==> config.mk <==
export PLATFORM = sky130hd
export DESIGN_NAME = vbar_regs
export DESIGN_NICKNAME = d
export VERILOG_FILES = /design/src/rtl/vbar_pkg.sv /design/src/rtl/vbar_regs.sv
export VERILOG_INCLUDE_DIRS = /design/src /design/src/rtl
export SDC_FILE = /design/constraint.sdc
export NUM_CORES = 1
export LEC_CHECK = 0
export BUFFER_PORTS_ARGS = -buffer_cell sky130_fd_sc_hd__buf_4
export CORE_MARGIN = 2
export CORE_UTILIZATION = 48
export CTS_CLUSTER_SIZE = 14
export DETAILED_ROUTE_END_ITERATION = 8
export PLACE_DENSITY_LB_ADDON = 0.15
export SYNTH_ARGS = -nofsm -noshare
export SYNTH_HDL_FRONTEND = slang
export SYNTH_HIERARCHICAL = 1
export SYNTH_SLANG_ARGS = --single-unit
==> constraint.sdc <==
create_clock -name clk -period 11.2 [get_ports clk]
set_input_delay 1.12 -clock clk [delete_from_list [all_inputs] [get_ports clk]]
set_output_delay 1.12 -clock clk [all_outputs]
set_load 0.005 [all_outputs]
==> src/rtl/vbar_consts.svh <==
`ifndef VBAR_CONSTS_SVH
`define VBAR_CONSTS_SVH

// register word index, byte address is four times the index
`define VBAR_IDX_DSA_HI  3'h0
`define VBAR_IDX_DSA_LO  3'h1
`define VBAR_IDX_TX_LEN  3'h2
`define VBAR_IDX_TX_BUF  3'h3
`define VBAR_IDX_MA_LO   3'h4
`define VBAR_IDX_MA_HI   3'h5
`define VBAR_IDX_RX_CTL  3'h6
`define VBAR_IDX_STATUS  3'h7

// field positions
`define VBAR_NIB_HI      7:4
`define VBAR_NIB_LO      3:0
`define VBAR_ADDR_HI     11:4
`define VBAR_ADDR_LO     3:0
`define VBAR_BYTE        7:0
`define VBAR_ST_TXE_BIT  0
`define VBAR_ST_BSEL_BIT 1

// bus address fields
`define VBAR_ADR_IDX     4:2
`define VBAR_ADR_UPPER   31:5
`define VBAR_SEL_LANE0   0

// reset values and fillers
`define VBAR_RST_BYTE    8'h00
`define VBAR_RST_NIB     4'h0
`define VBAR_ZERO_NIB    4'h0
`define VBAR_ZERO_WORD   32'h0000_0000
`define VBAR_ONE_BYTE    8'h01

// tx fifo shape
`define VBAR_FIFO_WIDTH  8
`define VBAR_FIFO_DEPTH  32

`endif

==> src/rtl/vbar_pkg.sv <==
package vbar_pkg;

  typedef struct packed {
    logic        cyc;
    logic        stb;
    logic        we;
    logic [31:0] adr;
    logic [3:0]  sel;
    logic [31:0] dat;
  } vbar_wb_req_t;

  typedef struct packed {
    logic        ack;
    logic [31:0] dat;
  } vbar_wb_rsp_t;

  typedef struct packed {
    logic [11:0] master_addr;
    logic [3:0]  ctrl;
  } vbar_rx_info_t;

  typedef struct packed {
    logic [7:0]  dsa_hi;
    logic [3:0]  dsa_lo;
    logic [7:0]  tx_len;
    logic [7:0]  tx_hold;
    logic        tx_full;
    logic        bcast_sel;
    logic [3:0]  ma_lo;
    logic [7:0]  ma_hi;
    logic [3:0]  rx_ctl;
    logic [7:0]  frame_left;
    logic [7:0]  frame_bytes;
    logic        frame_more;
    logic        rx_err;
    logic        ack;
    logic [31:0] rdata;
  } vbar_regs_st_t;

endpackage

==> src/rtl/vbar_regs.sv <==
// Added by the designer: the Wishbone slave port and the register addresses.
`timescale 1ns/1ps
`default_nettype none
`include "vbar_consts.svh"
// Summary of operation
// - An 8-bit RW register holds destination slave address bits 11:4.
// - Address bits 3:0 sit in bits 7:4 of another register; 3:0 read 0.
// - An 8-bit RW length register, reset 0, gives the bytes to transmit.
// - A length above the frame maximum caps the frame at the maximum and sets frame_more.
// - A one-byte transmit buffer shows empty by a ready flag at one.
// - Each byte taken from the transmit buffer goes in the data field.
// - On rx, master address bits 3:0 land in bits 7:4 of a RO register.
// - On rx, master address bits 11:4 land in a separate RO register.
// - The rx captures update when the receive-start flag sets.
// - A broadcast rx error raises an error pulse and stores the address.
// - The control field reads in bits 3:0 of a RO register, 7:4 zero.
// - Writes to the rx address and control registers are ignored.

// ----------------------------------------
// tx byte fifo
// ----------------------------------------
module vbar_fifo #(
  parameter int WIDTH = `VBAR_FIFO_WIDTH,
  parameter int DEPTH = `VBAR_FIFO_DEPTH
) (
  input  wire logic             clk,       // system clock
  input  wire logic             reset,     // async, active high
  input  wire logic             in_valid,  // write side valid
  output logic                  in_ready,  // write side ready
  input  wire logic [WIDTH-1:0] in_data,   // write data
  output logic                  out_valid, // read side valid
  input  wire logic             out_ready, // read side ready
  output logic [WIDTH-1:0]      out_data   // read data
);
  import vbar_pkg::*;
  localparam int AW = $clog2(DEPTH);

  typedef struct packed {
    logic [DEPTH-1:0][WIDTH-1:0] mem;
    logic [AW-1:0]               wp;
    logic [AW-1:0]               rp;
    logic [AW:0]                 cnt;
  } vbar_fifo_st_t;

  vbar_fifo_st_t st_q;
  vbar_fifo_st_t st_d;
  logic          push;
  logic          pop;

  assign in_ready  = st_q.cnt != (AW+1)'(DEPTH);
  assign out_valid = st_q.cnt != '0;
  assign out_data  = st_q.mem[st_q.rp];
  assign push      = in_valid && in_ready;
  assign pop       = out_valid && out_ready;

  always_comb begin
    st_d = st_q;
    if (push) begin
      st_d.mem[st_q.wp] = in_data;
      st_d.wp           = st_q.wp + AW'(1);
    end
    if (pop) begin
      st_d.rp = st_q.rp + AW'(1);
    end
    case ({push, pop})
      2'b10:   st_d.cnt = st_q.cnt + (AW+1)'(1);
      2'b01:   st_d.cnt = st_q.cnt - (AW+1)'(1);
      default: st_d.cnt = st_q.cnt;
    endcase
  end

  always_ff @(posedge clk or posedge reset) begin
    if (reset) begin
      st_q <= '0;
    end else begin
      st_q <= st_d;
    end
  end
endmodule // vbar_fifo

// ----------------------------------------
// register bank top
// ----------------------------------------
module vbar_regs (
  input  wire logic                   clk,          // 200 MHz clock
  input  wire logic                   reset,        // async, active high
  input  wire vbar_pkg::vbar_wb_req_t wb_req,       // wishbone request
  output vbar_pkg::vbar_wb_rsp_t      wb_rsp,       // wishbone answer
  output logic [11:0]                 dest_addr,    // destination slave
  output logic                        tx_buffer_empty_flag, // buf empty
  input  wire logic                   frame_start,  // new tx frame pulse
  input  wire logic [7:0]             frame_max,    // bytes per frame
  output logic [7:0]                  frame_bytes,  // bytes this frame
  output logic                        frame_more,   // more frames follow
  output logic                        tx_valid,     // tx byte valid
  input  wire logic                   tx_ready,     // tx byte taken
  output logic [7:0]                  tx_data,      // tx byte
  input  wire logic                   receive_start_flag, // rx start pulse
  input  wire vbar_pkg::vbar_rx_info_t rx_info,     // rx addr and ctrl
  input  wire logic                   ctrl_field_rx, // ctrl field pulse
  input  wire logic                   rx_buf_enabled, // rx buffer ready
  output logic                        rx_error      // rx error pulse
);
  import vbar_pkg::*;

  vbar_regs_st_t st_q;
  vbar_regs_st_t st_d;
  logic          req;
  logic          mapped;
  logic [2:0]    idx;
  logic          wr;
  logic          fifo_in_ready;
  logic          fifo_out_valid;
  logic          fifo_out_ready;
  logic [7:0]    fifo_out_data;
  logic          bcast_err;
  logic [31:0]   rd_word;

  assign req    = wb_req.cyc && wb_req.stb;
  assign idx    = wb_req.adr[`VBAR_ADR_IDX];
  assign mapped = wb_req.adr[`VBAR_ADR_UPPER] == '0;
  // write commits on the edge where ack is seen high
  assign wr     = req && wb_req.we && st_q.ack && mapped
                  && wb_req.sel[`VBAR_SEL_LANE0];

  // ----------------------------------------
  // transmit path
  // ----------------------------------------
  vbar_fifo #(
    .WIDTH(`VBAR_FIFO_WIDTH),
    .DEPTH(`VBAR_FIFO_DEPTH)
  ) u_tx_fifo (
    .clk       (clk),
    .reset     (reset),
    .in_valid  (st_q.tx_full),
    .in_ready  (fifo_in_ready),
    .in_data   (st_q.tx_hold),
    .out_valid (fifo_out_valid),
    .out_ready (fifo_out_ready),
    .out_data  (fifo_out_data)
  );

  assign fifo_out_ready = tx_ready && st_q.frame_left != '0;
  assign tx_valid       = fifo_out_valid && st_q.frame_left != '0;
  assign tx_data        = fifo_out_data;
  assign tx_buffer_empty_flag = !st_q.tx_full;
  assign dest_addr      = {st_q.dsa_hi, st_q.dsa_lo};
  assign frame_bytes    = st_q.frame_bytes;
  assign frame_more     = st_q.frame_more;
  assign rx_error       = st_q.rx_err;
  assign wb_rsp.ack     = st_q.ack;
  assign wb_rsp.dat     = st_q.rdata;
  assign bcast_err      = ctrl_field_rx && st_q.bcast_sel && !rx_buf_enabled;

  // ----------------------------------------
  // read mux
  // ----------------------------------------
  always_comb begin
    rd_word = `VBAR_ZERO_WORD;
    if (mapped) begin
      case (idx)
        `VBAR_IDX_DSA_HI: rd_word[`VBAR_BYTE] = st_q.dsa_hi;
        `VBAR_IDX_DSA_LO: rd_word[`VBAR_BYTE] =
                            {st_q.dsa_lo, `VBAR_ZERO_NIB};
        `VBAR_IDX_TX_LEN: rd_word[`VBAR_BYTE] = st_q.tx_len;
        `VBAR_IDX_TX_BUF: rd_word[`VBAR_BYTE] = st_q.tx_hold;
        `VBAR_IDX_MA_LO:  rd_word[`VBAR_BYTE] =
                            {st_q.ma_lo, `VBAR_ZERO_NIB};
        `VBAR_IDX_MA_HI:  rd_word[`VBAR_BYTE] = st_q.ma_hi;
        `VBAR_IDX_RX_CTL: rd_word[`VBAR_BYTE] =
                            {`VBAR_ZERO_NIB, st_q.rx_ctl};
        `VBAR_IDX_STATUS: begin
          rd_word[`VBAR_ST_TXE_BIT]  = !st_q.tx_full;
          rd_word[`VBAR_ST_BSEL_BIT] = st_q.bcast_sel;
        end
        default: rd_word = `VBAR_ZERO_WORD;
      endcase
    end
  end

  // ----------------------------------------
  // next state
  // ----------------------------------------
  always_comb begin
    st_d        = st_q;
    st_d.ack    = req && !st_q.ack;
    st_d.rdata  = (req && !st_q.ack) ? rd_word : `VBAR_ZERO_WORD;
    st_d.rx_err = bcast_err;

    // byte moves to the fifo, buffer reads empty again
    if (st_q.tx_full && fifo_in_ready) begin
      st_d.tx_full = 1'b0;
    end

    if (wr) begin
      case (idx)
        `VBAR_IDX_DSA_HI: st_d.dsa_hi = wb_req.dat[`VBAR_BYTE];
        `VBAR_IDX_DSA_LO: st_d.dsa_lo = wb_req.dat[`VBAR_NIB_HI];
        `VBAR_IDX_TX_LEN: st_d.tx_len = wb_req.dat[`VBAR_BYTE];
        `VBAR_IDX_TX_BUF: begin
          st_d.tx_hold = wb_req.dat[`VBAR_BYTE];
          st_d.tx_full = 1'b1;
        end
        `VBAR_IDX_STATUS: st_d.bcast_sel = wb_req.dat[`VBAR_ST_BSEL_BIT];
        // captured rx registers drop writes
        default: st_d.tx_full = st_d.tx_full;
      endcase
    end

    // frame byte accounting, length register left untouched
    if (frame_start) begin
      if (st_q.tx_len > frame_max) begin
        st_d.frame_left  = frame_max;
        st_d.frame_bytes = frame_max;
        st_d.frame_more  = 1'b1;
      end else begin
        st_d.frame_left  = st_q.tx_len;
        st_d.frame_bytes = st_q.tx_len;
        st_d.frame_more  = 1'b0;
      end
    end else if (fifo_out_valid && fifo_out_ready) begin
      st_d.frame_left = st_q.frame_left - `VBAR_ONE_BYTE;
    end

    if (receive_start_flag || bcast_err) begin
      st_d.ma_lo = rx_info.master_addr[`VBAR_ADDR_LO];
      st_d.ma_hi = rx_info.master_addr[`VBAR_ADDR_HI];
    end
    if (receive_start_flag) begin
      st_d.rx_ctl = rx_info.ctrl;
    end
  end

  always_ff @(posedge clk or posedge reset) begin
    if (reset) begin
      st_q <= '0;
    end else begin
      st_q <= st_d;
    end
  end
endmodule // vbar_regs
`default_nettype wire

==> run summary <==
combined area of the multi-input logic cells -> 7460 µm²
worst vdd ir -> 117 µV
RSZ-0062 raised after global routing -> false
Final Skew -> 0.0236 ns
antenna violations before repair -> 0
DRC viols -> 0
CTS tree -> yes
largest cells by area after synthesis -> dfrtp_1 51%, mux2_2 21%, mux4_2 6.7%
leakage power -> 9.07 nW
Critical Path Start Type -> flop
first-pass GRT wire length -> 60.6 mm
GRT overflow -> 0
Crit Path Max Fanout -> 53
Max Cap Violations -> 0
first-pass iteration count of the detailed router -> 6
Min Clock Period, post-route -> 5.03 ns
part of the power in registers -> 0.430
Critical Path RT -> 10.08 ns
Via Count -> 10100
IO Pins -> 167
core area -> 34500 µm²
transition time of the tightest slew-check pin -> 1.23 ns
post-CTS sizing -> 0
Avg Cell Area, Syn -> 13.6 µm²
min-delay src -> wb_rsp[32]
Synth Register Bits -> 345
Reg area -> 8640 µm²
Final Net Count -> 1424
htree depth -> 2
area grow syn2layout -> 13.7%
Top FF cell, synth -> dfrtp_1
Die Y -> 191 µm
synthesized area -> 16800 µm²
CP peak stage delay -> 1.13 ns
area leader, netlist -> dfrtp_1
Slew Viols, Final -> 0
CP Launch Point -> u_tx_fifo/st_q[6]
PwrDens -> 170 nW/µm²
kind of critical path -> flop to output pin
hold slack -> 0.469 ns
Routed WL -> 38.0 mm
Syn. warnings -> 6
clock group share of total power -> 0.414
share of layout cells above drive strength 1 -> 0.446
cells after synthesis -> 1238
Port Buffer Count -> 113
Die ar. -> 36500 µm²
slowest CP cell -> dfrtp_4
Clk Latency, worst-skew pair -> 0.53 ns
Final ANT Viol Nets -> 0
vias in the first global route -> 10600
Inserted Diodes -> 0
drt via density -> 5.68
setup TNS -> 0 ns
combinational fraction of design power -> 0.156
Final Wtd Congestion -> 0.804
Most common cell on crit path -> buf_4
hold_buf cts -> 0
CP endpoint kind -> output pin
Netlist cell types -> 63
Hold Violations, Final -> 0
P_int -> 2.35 mW
Reg-to-Reg Start -> u_tx_fifo/st_q[0]
FP Rows -> 68
worst min path class -> flop to flop
Sw Pwr -> 0.907 mW
fmax -> 199 MHz
DRT iter0 DRCs -> 512
# fillers -> 2915
Avg WL per Cell -> 21.3 µm
Total GRT Usage -> 0.215
crit path cell chain -> buf_4 -> mux4_2 -> a22o_1 -> a211oi_1 -> a21oi_1 -> buf_4
Post-synth EDFFs -> 0
WP data arrival -> 3.91 ns
sequential share of the synthesized area -> 0.514
total clock sinks -> 345
Die X -> 191 µm
CTS Buf Count -> 39
Initial Util -> 0.487
count of final setup violators -> 0
Yosys top cell area share -> 0.514
clock tree buffer depth -> 3
Final period util -> 0.449
most frequent cells in the layout -> 343 x dfrtp_1, 307 x mux2_2, 129 x buf_4
HPWL Detailed -> 24.4 mm
Sw Share -> 0.279
run status -> completed
FFs w/ async S/R, synth -> 1.00
largest net degree at the start of global routing -> 114
post-CTS setup buffer count -> 0
clock slew at reported path FFs -> 0.06 ns
relative slew slack -> 0.174
CTS Root Cell -> clkbuf_16
commonest non-fill, non-tap cell in the layout -> dfrtp_1
per-stage QoR:
step / std cells / setup WS, ns / area [µm²] / total power [mW] / util
finish: 1786 / 6.17 / 19100 / 3.26 / 0.553
global route: 1786 / 5.97 / 19100 / 3.40 / 0.553
CTS: 1786 / 6.06 / 19100 / 3.30 / 0.553
detailed placement: 1715 / 6.63 / 17700 / 1.94 / 0.513
global placement: 1715 / 6.63 / 17700 / 1.93 / 0.513
floorplan: 1261 / 2.58 / 16900 / 1.76 / -
logic make-up after synthesis:
logic type,share of synthesized area
other,0.000223
buffers and inverters,0.0480
adders and majority gates,0.0161
and+or+nand+nor,0.0606
AOI/OAI and AO/OA,0.0549
muxes,0.298
xor gates and xnor gates,0.00834
DFF,0.514
final cells by class:
| class | instances | share of cell area |
|---|---|---|
| Clock inverter | 15 | 0.0117 |
| Inverter | 23 | 0.00498 |
| Sequential cell | 345 | 0.452 |
| Clock buffer | 56 | 0.0608 |
| Timing Repair Buffer | 129 | 0.0507 |
| Tap cell | 455 | 0.0298 |
| Multi-Input combinational cell | 763 | 0.390 |
power groups by stage:
| stage | clock network (mW) | registers (mW) | logic (mW) |
|---|---|---|---|
| after floorplan | 0 | 1.32 | 0.440 |
| after global placement | 0 | 1.42 | 0.508 |
| after detailed placement | 0 | 1.42 | 0.515 |
| after CTS | 1.38 | 1.40 | 0.516 |
| after global routing | 1.44 | 1.41 | 0.555 |
| final | 1.35 | 1.40 | 0.507 |
final timing paths:
kind | endpoint | slack [ns] | depth (start not counted)
setup reg to reg | u_tx_fifo/st_q[5] | 7.36 | 8
max in group asynchronous | u_tx_fifo/st_q[20] | 8.82 | 3
hold / removal | wb_rsp[32] | 0.47 | 1
min in group asynchronous | u_tx_fifo/st_q[4] | 0.71 | 2
setup / recovery | tx_data[0] | 6.17 | 6
hold reg to reg | wb_rsp[32] | 0.47 | 1
worst max-delay path, delay by kind of cell (launching register included):
| kind | cells | cell delay, ns |
|---|---|---|
| AO/OA/AOI/OAI | 3 | 0.86 |
| buffers and inverters | 2 | 0.79 |
| flip-flops | 1 | 1.13 |
| multiplexers | 1 | 0.58 |
synth_stat cells (all sizes together), types with 6 or more instances:
| master | count |
|---|---|
| o22ai | 11 |
| nor4b | 8 |
| nor2 | 68 |
| a21oi | 24 |
| mux2 | 307 |
| nor4 | 8 |
| a22oi | 9 |
| mux4 | 50 |
| o221ai | 9 |
| a22o | 7 |
| nand2b | 7 |
| o311ai | 6 |
| o211a | 6 |
| mux2i | 43 |
| nor3 | 22 |
| clkbuf | 57 |
| dfrtp | 345 |
| nor2b | 9 |
| ha | 20 |
| o21ai | 13 |
| nand3 | 11 |
| buf | 73 |
| inv | 22 |
| or2 | 6 |
| a211oi | 16 |
| nand2 | 17 |
| xnor2 | 12 |
metal layers:
metal	track usage	vias up	wire, µm
li1	-	4600	-
met1	0.316	5310	17900
met2	0.341	181	17800
met3	0.0310	46	1750
met4	0.0435	0	563
met5	0	-	0
sequential cells by signal, summed over array words and instances, names as in the netlist:
name and cells:
u_tx_fifo/st_q 272, st_q 42, dest_addr 12, wb_rsp 9, frame_bytes 8, frame_more 1, rx_error 1
No activity file was read; power rests on OpenSTA's default activity.
